## src/shared/smp_defines.vh

```
`ifndef SMP_DEFINES_VH
`define SMP_DEFINES_VH

// ------------------------------------------------------------
// Characters
// ------------------------------------------------------------
`define SMP_CH_NL      8'h0a
`define SMP_CH_SPACE   8'h20
`define SMP_CH_COLON   8'h3a
`define SMP_CH_SEMI    8'h3b
`define SMP_CH_QUERY   8'h3f
`define SMP_CH_STAR    8'h2a

// ------------------------------------------------------------
// Keyword codes (0 = none, 1f = other / unknown)
// ------------------------------------------------------------
`define SMP_KW_NONE    5'h00
`define SMP_KW_ABOR    5'h01
`define SMP_KW_CAL     5'h02
`define SMP_KW_DISP    5'h03
`define SMP_KW_INIT    5'h04
`define SMP_KW_LIST    5'h05
`define SMP_KW_MEAS    5'h06
`define SMP_KW_OUTP    5'h07
`define SMP_KW_SOUR    5'h08
`define SMP_KW_STAT    5'h09
`define SMP_KW_SYST    5'h0a
`define SMP_KW_TRIG    5'h0b
`define SMP_KW_VOLT    5'h0c
`define SMP_KW_CURR    5'h0d
`define SMP_KW_FUNC    5'h0e
`define SMP_KW_OPER    5'h0f
`define SMP_KW_PRES    5'h10
`define SMP_KW_QUES    5'h11
`define SMP_KW_OTHER   5'h1f

// ------------------------------------------------------------
// Error codes
// ------------------------------------------------------------
`define SMP_ERR_NONE   3'h0
`define SMP_ERR_SPELL  3'h1
`define SMP_ERR_UNDEF  3'h2
`define SMP_ERR_SYNTAX 3'h3
`define SMP_ERR_LONG   3'h4

`endif

```

## src/rtl/smp_parser.v

```verilog
`timescale 1ns/1ps
`include "smp_defines.vh"

module smp_parser #(
  parameter KW_MAX   = 12,
  parameter DATA_MAX = 16,
  parameter DEPTH_W  = 3
) (
  // Clock and reset
  input  wire                  clk,
  input  wire                  srst,
  input  wire                  ce,
  // Character stream
  input  wire                  char_valid,
  input  wire [7:0]            char_data,
  // Keyword events
  output reg                   kw_valid,
  output reg  [4:0]            kw_code,
  output reg  [4:0]            kw_parent,
  output reg  [DEPTH_W-1:0]    kw_level,
  output reg                   kw_known,
  // Message unit events
  output reg                   unit_valid,
  output reg                   unit_query,
  output reg                   unit_has_data,
  output reg                   unit_numeric,
  output reg  [DATA_MAX*8-1:0] unit_data,
  output reg  [4:0]            unit_len,
  output reg                   msg_done,
  // Errors
  output reg                   err_valid,
  output reg  [2:0]            err_code
);

  // ----------------------------------------------------------
  // States
  // ----------------------------------------------------------
  localparam ST_START = 3'd0;
  localparam ST_KW    = 3'd1;
  localparam ST_QRY   = 3'd2;
  localparam ST_DATA  = 3'd3;
  localparam ST_DISC  = 3'd4;
  localparam ST_SEP   = 3'd5;

  reg [2:0]            state;
  reg [KW_MAX*8-1:0]   kw_buf;
  reg [3:0]            kw_cnt;
  reg                  kw_over;
  reg [4:0]            cur_parent;
  reg [4:0]            last_parent;
  reg [DEPTH_W-1:0]    cur_level;
  reg [DEPTH_W-1:0]    last_level;
  reg                  q_flag;
  reg                  lead_colon;
  reg [4:0]            data_cnt;
  reg                  data_num;

  // ----------------------------------------------------------
  // Helpers
  // ----------------------------------------------------------
  function [7:0] to_upper;
    input [7:0] c;
    begin
      if (c >= 8'h61 && c <= 8'h7a)
        to_upper = c - 8'h20;
      else
        to_upper = c;
    end
  endfunction

  function is_vowel;
    input [7:0] c;
    begin
      is_vowel = (c == 8'h41) || (c == 8'h45) || (c == 8'h49) ||
                 (c == 8'h4f) || (c == 8'h55);
    end
  endfunction

  // Accepts short or long form of a long word held left-aligned in 12 bytes.
  // Anything in between is refused, which is why a partial word like
  // OPERA under STATUS is an error rather than a loose prefix match.
  function form_ok;
    input [KW_MAX*8-1:0] got;
    input [3:0]          got_n;
    input [95:0]         word;
    input [3:0]          word_n;
    reg   [3:0]          sh;
    reg   [3:0]          i;
    reg                  same;
    begin
      if (word_n <= 4'd4)
        sh = word_n;
      else if (is_vowel(word[71:64]))
        sh = 4'd3;
      else
        sh = 4'd4;
      same = 1'b1;
      for (i = 4'd0; i < 4'd12; i = i + 4'd1) begin
        if (i < got_n && got[(KW_MAX-1-i)*8 +: 8] != word[(11-i)*8 +: 8])
          same = 1'b0;
      end
      form_ok = same && (got_n == sh || got_n == word_n);
    end
  endfunction

  // Keyword lookup relative to parent node
  function [4:0] lookup;
    input [KW_MAX*8-1:0] g;
    input [3:0]          n;
    input [4:0]          par;
    begin
      lookup = `SMP_KW_OTHER;
      if (par == `SMP_KW_NONE) begin
        if (form_ok(g, n, {"ABORT", 56'h0}, 4'd5))      lookup = `SMP_KW_ABOR;
        if (form_ok(g, n, {"CALIBRATE", 24'h0}, 4'd9))  lookup = `SMP_KW_CAL;
        if (form_ok(g, n, {"DISPLAY", 40'h0}, 4'd7))    lookup = `SMP_KW_DISP;
        if (form_ok(g, n, {"INITIATE", 32'h0}, 4'd8))   lookup = `SMP_KW_INIT;
        if (form_ok(g, n, {"LIST", 64'h0}, 4'd4))       lookup = `SMP_KW_LIST;
        if (form_ok(g, n, {"MEASURE", 40'h0}, 4'd7))    lookup = `SMP_KW_MEAS;
        if (form_ok(g, n, {"OUTPUT", 48'h0}, 4'd6))     lookup = `SMP_KW_OUTP;
        if (form_ok(g, n, {"SOURCE", 48'h0}, 4'd6))     lookup = `SMP_KW_SOUR;
        if (form_ok(g, n, {"STATUS", 48'h0}, 4'd6))     lookup = `SMP_KW_STAT;
        if (form_ok(g, n, {"SYSTEM", 48'h0}, 4'd6))     lookup = `SMP_KW_SYST;
        if (form_ok(g, n, {"TRIGGER", 40'h0}, 4'd7))    lookup = `SMP_KW_TRIG;
      end
      if (par == `SMP_KW_NONE || par == `SMP_KW_SOUR) begin
        // Source is optional, so its children also sit at the root
        if (form_ok(g, n, {"VOLTAGE", 40'h0}, 4'd7))    lookup = `SMP_KW_VOLT;
        if (form_ok(g, n, {"CURRENT", 40'h0}, 4'd7))    lookup = `SMP_KW_CURR;
        if (form_ok(g, n, {"FUNCTION", 32'h0}, 4'd8))   lookup = `SMP_KW_FUNC;
      end
      if (par == `SMP_KW_STAT) begin
        lookup = `SMP_KW_NONE;
        if (form_ok(g, n, {"OPERATION", 24'h0}, 4'd9))  lookup = `SMP_KW_OPER;
        if (form_ok(g, n, {"PRESET", 48'h0}, 4'd6))     lookup = `SMP_KW_PRES;
        if (form_ok(g, n, {"QUESTIONABLE"}, 4'd12))     lookup = `SMP_KW_QUES;
      end
    end
  endfunction

  wire [7:0] uc      = to_upper(char_data);
  wire       is_let  = (uc >= 8'h41 && uc <= 8'h5a);
  wire       is_kwch = is_let || (char_data >= 8'h30 && char_data <= 8'h39) ||
                       (char_data == `SMP_CH_STAR);
  wire       is_num  = (char_data >= 8'h30 && char_data <= 8'h39) || char_data == 8'h2b ||
                       char_data == 8'h2d || char_data == 8'h2e || char_data == 8'h45 ||
                       char_data == 8'h65;
  wire [4:0] found   = lookup(kw_buf, kw_cnt, cur_parent);

  // ----------------------------------------------------------
  // Parser
  // ----------------------------------------------------------
  // Finishes the keyword in kw_buf; spelling errors are caught before it is called.
  task close_kw;
    begin
      kw_valid  <= 1'b1;
      kw_parent <= cur_parent;
      kw_level  <= cur_level;
      kw_code   <= found;
      kw_known  <= (found != `SMP_KW_OTHER);
      // Unknown children are still tracked as a new parent level
      last_parent <= cur_parent;
      last_level  <= cur_level;
      cur_parent  <= found;
      cur_level   <= cur_level + {{(DEPTH_W-1){1'b0}}, 1'b1};
    end
  endtask

  task go_error;
    input [2:0] code;
    begin
      err_valid <= 1'b1;
      err_code  <= code;
      if (char_data == `SMP_CH_NL) begin
        // A bad terminator still ends the message, else the next one is lost
        cur_parent <= `SMP_KW_NONE;
        cur_level  <= {DEPTH_W{1'b0}};
        lead_colon <= 1'b1;
        q_flag     <= 1'b0;
        msg_done   <= 1'b1;
        state      <= ST_START;
      end else begin
        state <= ST_DISC;
      end
    end
  endtask

  task end_unit;
    input has_nl;
    begin
      unit_valid <= 1'b1;
      unit_query <= q_flag;
      unit_len   <= data_cnt;
      unit_has_data <= (state == ST_DATA) && (data_cnt != 5'd0);
      unit_numeric  <= data_num;
      msg_done   <= has_nl;
      q_flag     <= 1'b0;
      kw_cnt     <= 4'd0;
      lead_colon <= 1'b1;
      if (has_nl) begin
        cur_parent <= `SMP_KW_NONE;
        cur_level  <= {DEPTH_W{1'b0}};
        state      <= ST_START;
      end else begin
        state <= ST_SEP;
      end
    end
  endtask

  always @(posedge clk) begin
    if (srst) begin
      state       <= ST_START;
      kw_buf      <= {KW_MAX*8{1'b0}};
      kw_cnt      <= 4'd0;
      kw_over     <= 1'b0;
      cur_parent  <= `SMP_KW_NONE;
      last_parent <= `SMP_KW_NONE;
      cur_level   <= {DEPTH_W{1'b0}};
      last_level  <= {DEPTH_W{1'b0}};
      q_flag      <= 1'b0;
      lead_colon  <= 1'b1;
      data_cnt    <= 5'd0;
      data_num    <= 1'b1;
      kw_valid    <= 1'b0;
      kw_code     <= `SMP_KW_NONE;
      kw_parent   <= `SMP_KW_NONE;
      kw_level    <= {DEPTH_W{1'b0}};
      kw_known    <= 1'b0;
      unit_valid  <= 1'b0;
      unit_query  <= 1'b0;
      unit_has_data <= 1'b0;
      unit_numeric  <= 1'b0;
      unit_data   <= {DATA_MAX*8{1'b0}};
      unit_len    <= 5'd0;
      msg_done    <= 1'b0;
      err_valid   <= 1'b0;
      err_code    <= `SMP_ERR_NONE;
    end else if (ce) begin
      kw_valid   <= 1'b0;
      unit_valid <= 1'b0;
      msg_done   <= 1'b0;
      err_valid  <= 1'b0;
      if (char_valid) begin
        case (state)
          ST_START, ST_SEP: begin
            data_cnt <= 5'd0;
            data_num <= 1'b1;
            kw_cnt   <= 4'd0;
            kw_over  <= 1'b0;
            if (char_data == `SMP_CH_SPACE && state == ST_SEP) begin
              state <= ST_SEP;
            end else if (char_data == `SMP_CH_NL) begin
              end_unit(1'b1);
            end else if (char_data == `SMP_CH_COLON && lead_colon) begin
              cur_parent <= `SMP_KW_NONE;
              cur_level  <= {DEPTH_W{1'b0}};
              lead_colon <= 1'b0;
              state      <= ST_KW;
            end else if (is_kwch) begin
              if (state == ST_SEP) begin
                cur_parent <= last_parent;
                cur_level  <= last_level;
              end
              kw_buf     <= {uc, {(KW_MAX-1)*8{1'b0}}};
              kw_cnt     <= 4'd1;
              lead_colon <= 1'b0;
              state      <= ST_KW;
            end else begin
              go_error(`SMP_ERR_SYNTAX);
            end
          end
          ST_KW: begin
            if (is_kwch) begin
              if (kw_cnt == KW_MAX[3:0])
                kw_over <= 1'b1;
              else begin
                kw_buf[(KW_MAX-1-kw_cnt)*8 +: 8] <= uc;
                kw_cnt <= kw_cnt + 4'd1;
              end
            end else if (kw_cnt == 4'd0 || kw_over) begin
              go_error(kw_over ? `SMP_ERR_LONG : `SMP_ERR_SYNTAX);
            end else if (found == `SMP_KW_NONE) begin
              go_error(`SMP_ERR_SPELL);
            end else begin
              close_kw;
              kw_cnt <= 4'd0;
              // Optional keywords need no special path: a skipped level
              // simply never appears, and lookup accepts the child directly
              case (char_data)
                `SMP_CH_COLON: state <= ST_KW;
                `SMP_CH_QUERY: begin
                  q_flag <= 1'b1;
                  state  <= ST_QRY;
                end
                `SMP_CH_SPACE: state <= ST_DATA;
                `SMP_CH_SEMI:  end_unit(1'b0);
                `SMP_CH_NL:    end_unit(1'b1);
                default:       go_error(`SMP_ERR_SYNTAX);
              endcase
            end
          end
          ST_QRY: begin
            case (char_data)
              `SMP_CH_SPACE: state <= ST_DATA;
              `SMP_CH_SEMI:  end_unit(1'b0);
              `SMP_CH_NL:    end_unit(1'b1);
              default:       go_error(`SMP_ERR_SYNTAX);
            endcase
          end
          ST_DATA: begin
            if (char_data == `SMP_CH_SEMI) begin
              end_unit(1'b0);
            end else if (char_data == `SMP_CH_NL) begin
              end_unit(1'b1);
            end else if (char_data == `SMP_CH_SPACE && data_cnt == 5'd0) begin
              state <= ST_DATA;
            end else if (data_cnt == DATA_MAX[4:0]) begin
              go_error(`SMP_ERR_LONG);
            end else begin
              // Data is kept as raw text; numeric or string is a hint only
              unit_data[(DATA_MAX-1-data_cnt)*8 +: 8] <= char_data;
              data_cnt <= data_cnt + 5'd1;
              if (!is_num)
                data_num <= 1'b0;
            end
          end
          ST_DISC: begin
            if (char_data == `SMP_CH_NL) begin
              cur_parent <= `SMP_KW_NONE;
              cur_level  <= {DEPTH_W{1'b0}};
              lead_colon <= 1'b1;
              q_flag     <= 1'b0;
              kw_cnt     <= 4'd0;
              msg_done   <= 1'b1;
              state      <= ST_START;
            end
          end
          default: state <= ST_START;
        endcase
      end
    end
  end

endmodule // smp_parser

```

## config.mk

```make
export PLATFORM = sky130hd
export DESIGN_NAME = smp_parser
export DESIGN_NICKNAME = d
export VERILOG_FILES = /design/src/rtl/smp_parser.v
export VERILOG_INCLUDE_DIRS = /design/src /design/src/shared
export SDC_FILE = /design/constraint.sdc
export NUM_CORES = 1
export LEC_CHECK = 0
export ABC_AREA = 1
export BUFFER_PORTS_ARGS = -buffer_cell sky130_fd_sc_hd__clkbuf_2
export CAP_MARGIN = 20
export CORE_ASPECT_RATIO = 0.75
export CORE_UTILIZATION = 60
export CTS_CLUSTER_DIAMETER = 50
export DETAILED_ROUTE_END_ITERATION = 10
export GPL_TIMING_DRIVEN = 0
export PLACE_DENSITY = 0.93
export SLEW_MARGIN = 5
export SYNTH_ARGS = -nofsm -noshare
export SYNTH_HDL_FRONTEND = slang
export SYNTH_SLANG_ARGS = --single-unit
```

## constraint.sdc

```tcl
create_clock -name clk -period 6.9 [get_ports clk]
set_input_delay 0 -clock clk [delete_from_list [all_inputs] [get_ports clk]]
set_output_delay 0 -clock clk [all_outputs]
set_load 0.05 [all_outputs]
```

==> flow_summary_export.csv <==
group,metric,value,unit
setup_path,crit_chain,"buf_2 -> inv_1 -> nor3_1 -> nand2_1 -> nor2_1 -> inv_1 -> ha_1 -> buf_2 -> inv_2 -> nand4_1 -> o41ai_1 -> nand3_1 -> nor2_1 -> nand2_1 -> nor2_1 -> nand2_1 -> nor2_4 -> buf_4 -> o21ai_1 -> a21oi_1",
yosys,synth_edf_count,0,
timing,min_period_over_period,0.6673,
die,start_util,0.6128,
global_route,grt_max_degree,17,
placed_design,gp_congestion,0.9934,
yosys,syn_area,0.01534,mm^2
final_layout,layout_commonest_cell,"nand2_1",
yosys,syn_avg_cell_area,6.768,um^2
worst_hold_path,hp-class,"input port to flip-flop",
cts,cts_sinks,277,
setup_path,cp.required,7.41,ns
die,die_area,0.02621,mm^2
route,postRouteAntennaNets,0,
timing,slew_headroom,0.2106,
setup_path,end_kind,"flip-flop",
yosys,synth_area_leaders,"dfxtp_1, nand2_1, a21oi_1",
die,rows,50,
route,routed_via_density,6.292,
setup_path,cp_num_buf_inv,6,
yosys,synth_seq_cells,277,
die,io_pins,169,
placed_design,placed_cell_area,0.01657,mm^2
cts,cts.reportedPaths.clkPinSlew,0.07,ns
setup_path,r2r-start,"data_cnt[0]",
die,coreArea,0.02502,mm^2
route,first_pass_iters,6,
yosys,ys_async_sr_fraction,0,
timing,worst_pin_slew,1.173,ns
setup_path,worstSetupPathType,"flip-flop to flip-flop",
timing,slew_viol_final,0,
timing,hold_viol_final,0,
yosys,yosysSeqAreaShare,0.3616,
final_layout,drive_above_1_share,0.1499,
yosys,yosysUniqueCellTypes,73,
cts,htreeDepth,1,
timing,period_minus_slack,4.605,ns
setup_path,critPathTopFamily,"simple AND/OR/NAND/NOR gates",
yosys,yosysTopAreaCellShare,0.3616,
global_route,gr-total-overflow,0,
die,die_y,140.5,um
final_layout,diodes,0,
timing,fin_skew,0.02174,ns
yosys,syn_nets,2304,
yosys,synth_top_cell_by_area,"dfxtp_1",
final_layout,stdcell_area,0.01760,mm^2
final_layout,num-nets-final,2507,
setup_path,critPathLaunch,"data_cnt[0]",
route,wirelength,60.22,mm
timing,fin_setup_tns,0,ns
cts,clock_path_buffers,3,
cts,post_cts_buffers,0,
pwr,p_leak,7.348,nW
timing,setup_violations,0,
route,post_drt_wl_per_cell,21.30,um
worst_hold_path,hold_start,"char_valid",
status,status,"complete, no violations",
yosys,syn_inst,2266,
global_route,grt_pass1_wl,90.40,mm
timing,fmax,0.2172,GHz
cts,clkLatencyLatePin,0.58,ns
global_route,track_usage,0.4441,
cts,cts_tree,"built",
final_layout,area_growth,14.75,%
die,die_x,186.6,um
yosys,ys.flop_type,"dfxtp_1",
route,drtIter0Drc,2637,
setup_path,cpMaxStageDelayCell,"nor2_1",
job,max_cap_violations,0,
pwr,power_density,211.2,mW/mm^2
final_layout,final_cell_mix,"nand2_1, nor2_1, dfxtp_1",
cts,cts_buffers,29,
route,drc,0,
yosys,ys_warn_count,0,
pwr,irDropWorstVdd,0.0002205,V
timing,rsz0062_at_grt,"no",
placed_design,io_buffers,163,
global_route,grt_pass1_vias,15780,
global_route,antenna_found_initial,0,
setup_path,start_kind,"flip-flop",
route,vias,17790,
setup_path,critPathMaxStageDelay,0.44,ns
cts,cts_root_buffer,"clkbuf_16",
setup_path,worstPathMaxFanout,10,
placed_design,dpl.hpwl,46.21,mm
setup_path,crit_arrival,5.11,ns
[metal layers]
metal | share of wire | track usage | vias to the layer above | wire, um
li1 | - | - | 8033 | -
met1 | 0.43 | 0.6729 | 8257 | 26110
met2 | 0.38 | 0.5831 | 1344 | 22710
met3 | 0.17 | 0.1656 | 153 | 9981
met4 | 0.024 | 0.09577 | 0 | 1421
met5 | 0 | 0 | - | 0
[metrics by stage]
stage | hold WS [ns] | util | total power, mW | worst slack, ns | std cells
6_report | 0.1520 | 0.7033 | 3.716 | 2.295 | 2827
5_1_grt | 0.1584 | 0.7033 | 3.801 | 2.052 | 2827
4_1_cts | 0.1254 | 0.7033 | 3.672 | 2.653 | 2827
3_5_place_dp | 0.3791 | 0.6624 | 2.158 | 2.712 | 2767
3_3_place_gp | 0.3693 | 0.6624 | 2.152 | 2.729 | 2767
2_1_floorplan | 0.1992 | - | 1.993 | 3.673 | 2266
[worst paths after layout]
kind,end,slack (ns),cells after the start
max,unit_data[79],2.30,20
min reg2reg,kw_buf[79],0.45,2
min,kw_over,0.15,5
max reg2reg,unit_data[79],2.30,20
[flip-flops by register name (all words and copies together), names as in the netlist]
| signal | flops |
|---|---|
| cur_parent | 5 |
| unit_numeric | 1 |
| data_cnt | 5 |
| q_flag | 1 |
| kw_known | 1 |
| err_code | 3 |
| kw_code | 5 |
| kw_buf | 96 |
| kw_over | 1 |
| unit_query | 1 |
| kw_level | 3 |
| unit_valid | 1 |
| lead_colon | 1 |
| msg_done | 1 |
| kw_valid | 1 |
| data_num | 1 |
| kw_cnt | 4 |
| unit_has_data | 1 |
| cur_level | 3 |
| err_valid | 1 |
| unit_len | 5 |
| state | 3 |
| kw_parent | 5 |
| unit_data | 128 |
[Yosys cell counts (9+ instances only)]
library cell / count
o21ai_2: 10
a31oi_1: 19
o21ai_1: 47
inv_1: 204
o22ai_1: 9
nor4_1: 12
a21oi_1: 258
a211oi_2: 13
nor2_2: 15
ha_1: 25
clkbuf_1: 53
nor3_1: 52
nand3_1: 107
buf_4: 17
o21ai_0: 195
buf_2: 12
nor2_4: 14
nor2_1: 315
nand2_1: 393
a211oi_1: 16
dfxtp_1: 277
nand4_1: 65
inv_2: 33
[cell type report]
class | instances | area [um^2]
multi-input combinational | 1648 | 8341
fill | 2116 | 7426
sequential | 277 | 5545
inverter | 251 | 964.7
timing repair buffer | 172 | 905.9
clock buffer | 36 | 802.0
buffer | 90 | 485.5
tap | 338 | 422.9
clock inverter | 15 | 131.4
[timing repair]
action                    in CTS  in global routing
hold buffers                   9                  0
hold endpoints to repair      28                  0
resized for setup              0                  0
[cells by family (layout without fill, tap and decap cells)]
| family | count (synthesis) | after routing | synth area share |
|---|---|---|---|
| buf+inv | 341 | 564 | 0.09456 |
| xor+xnor | 3 | 3 | 0.001714 |
| fa+ha+maj | 26 | 26 | 0.02170 |
| simple gates | 1013 | 1013 | 0.2999 |
| compound gates | 606 | 606 | 0.2205 |
| flops | 277 | 277 | 0.3616 |
[worst reg2reg max path, cell delays in order (launching register included)]
cell and delay, ns:
dfxtp_1 0.33, buf_2 0.19, inv_1 0.16, nor3_1 0.26, nand2_1 0.11, nor2_1 0.25
inv_1 0.10, ha_1 0.32, buf_2 0.20, inv_2 0.11, nand4_1 0.12, o41ai_1 0.30
nand3_1 0.25, nor2_1 0.44, nand2_1 0.15, nor2_1 0.30, nand2_1 0.28, nor2_4 0.25
buf_4 0.21, o21ai_1 0.07, a21oi_1 0.15
[power breakdown]
part / leakage (nW) / internal, mW / switching, mW
registers: 2.23 / 1.61 / 0.0165
clock network: 0.455 / 0.840 / 0.717
logic: 4.66 / 0.123 / 0.406
No activity file was read; power rests on OpenSTA's default activity.
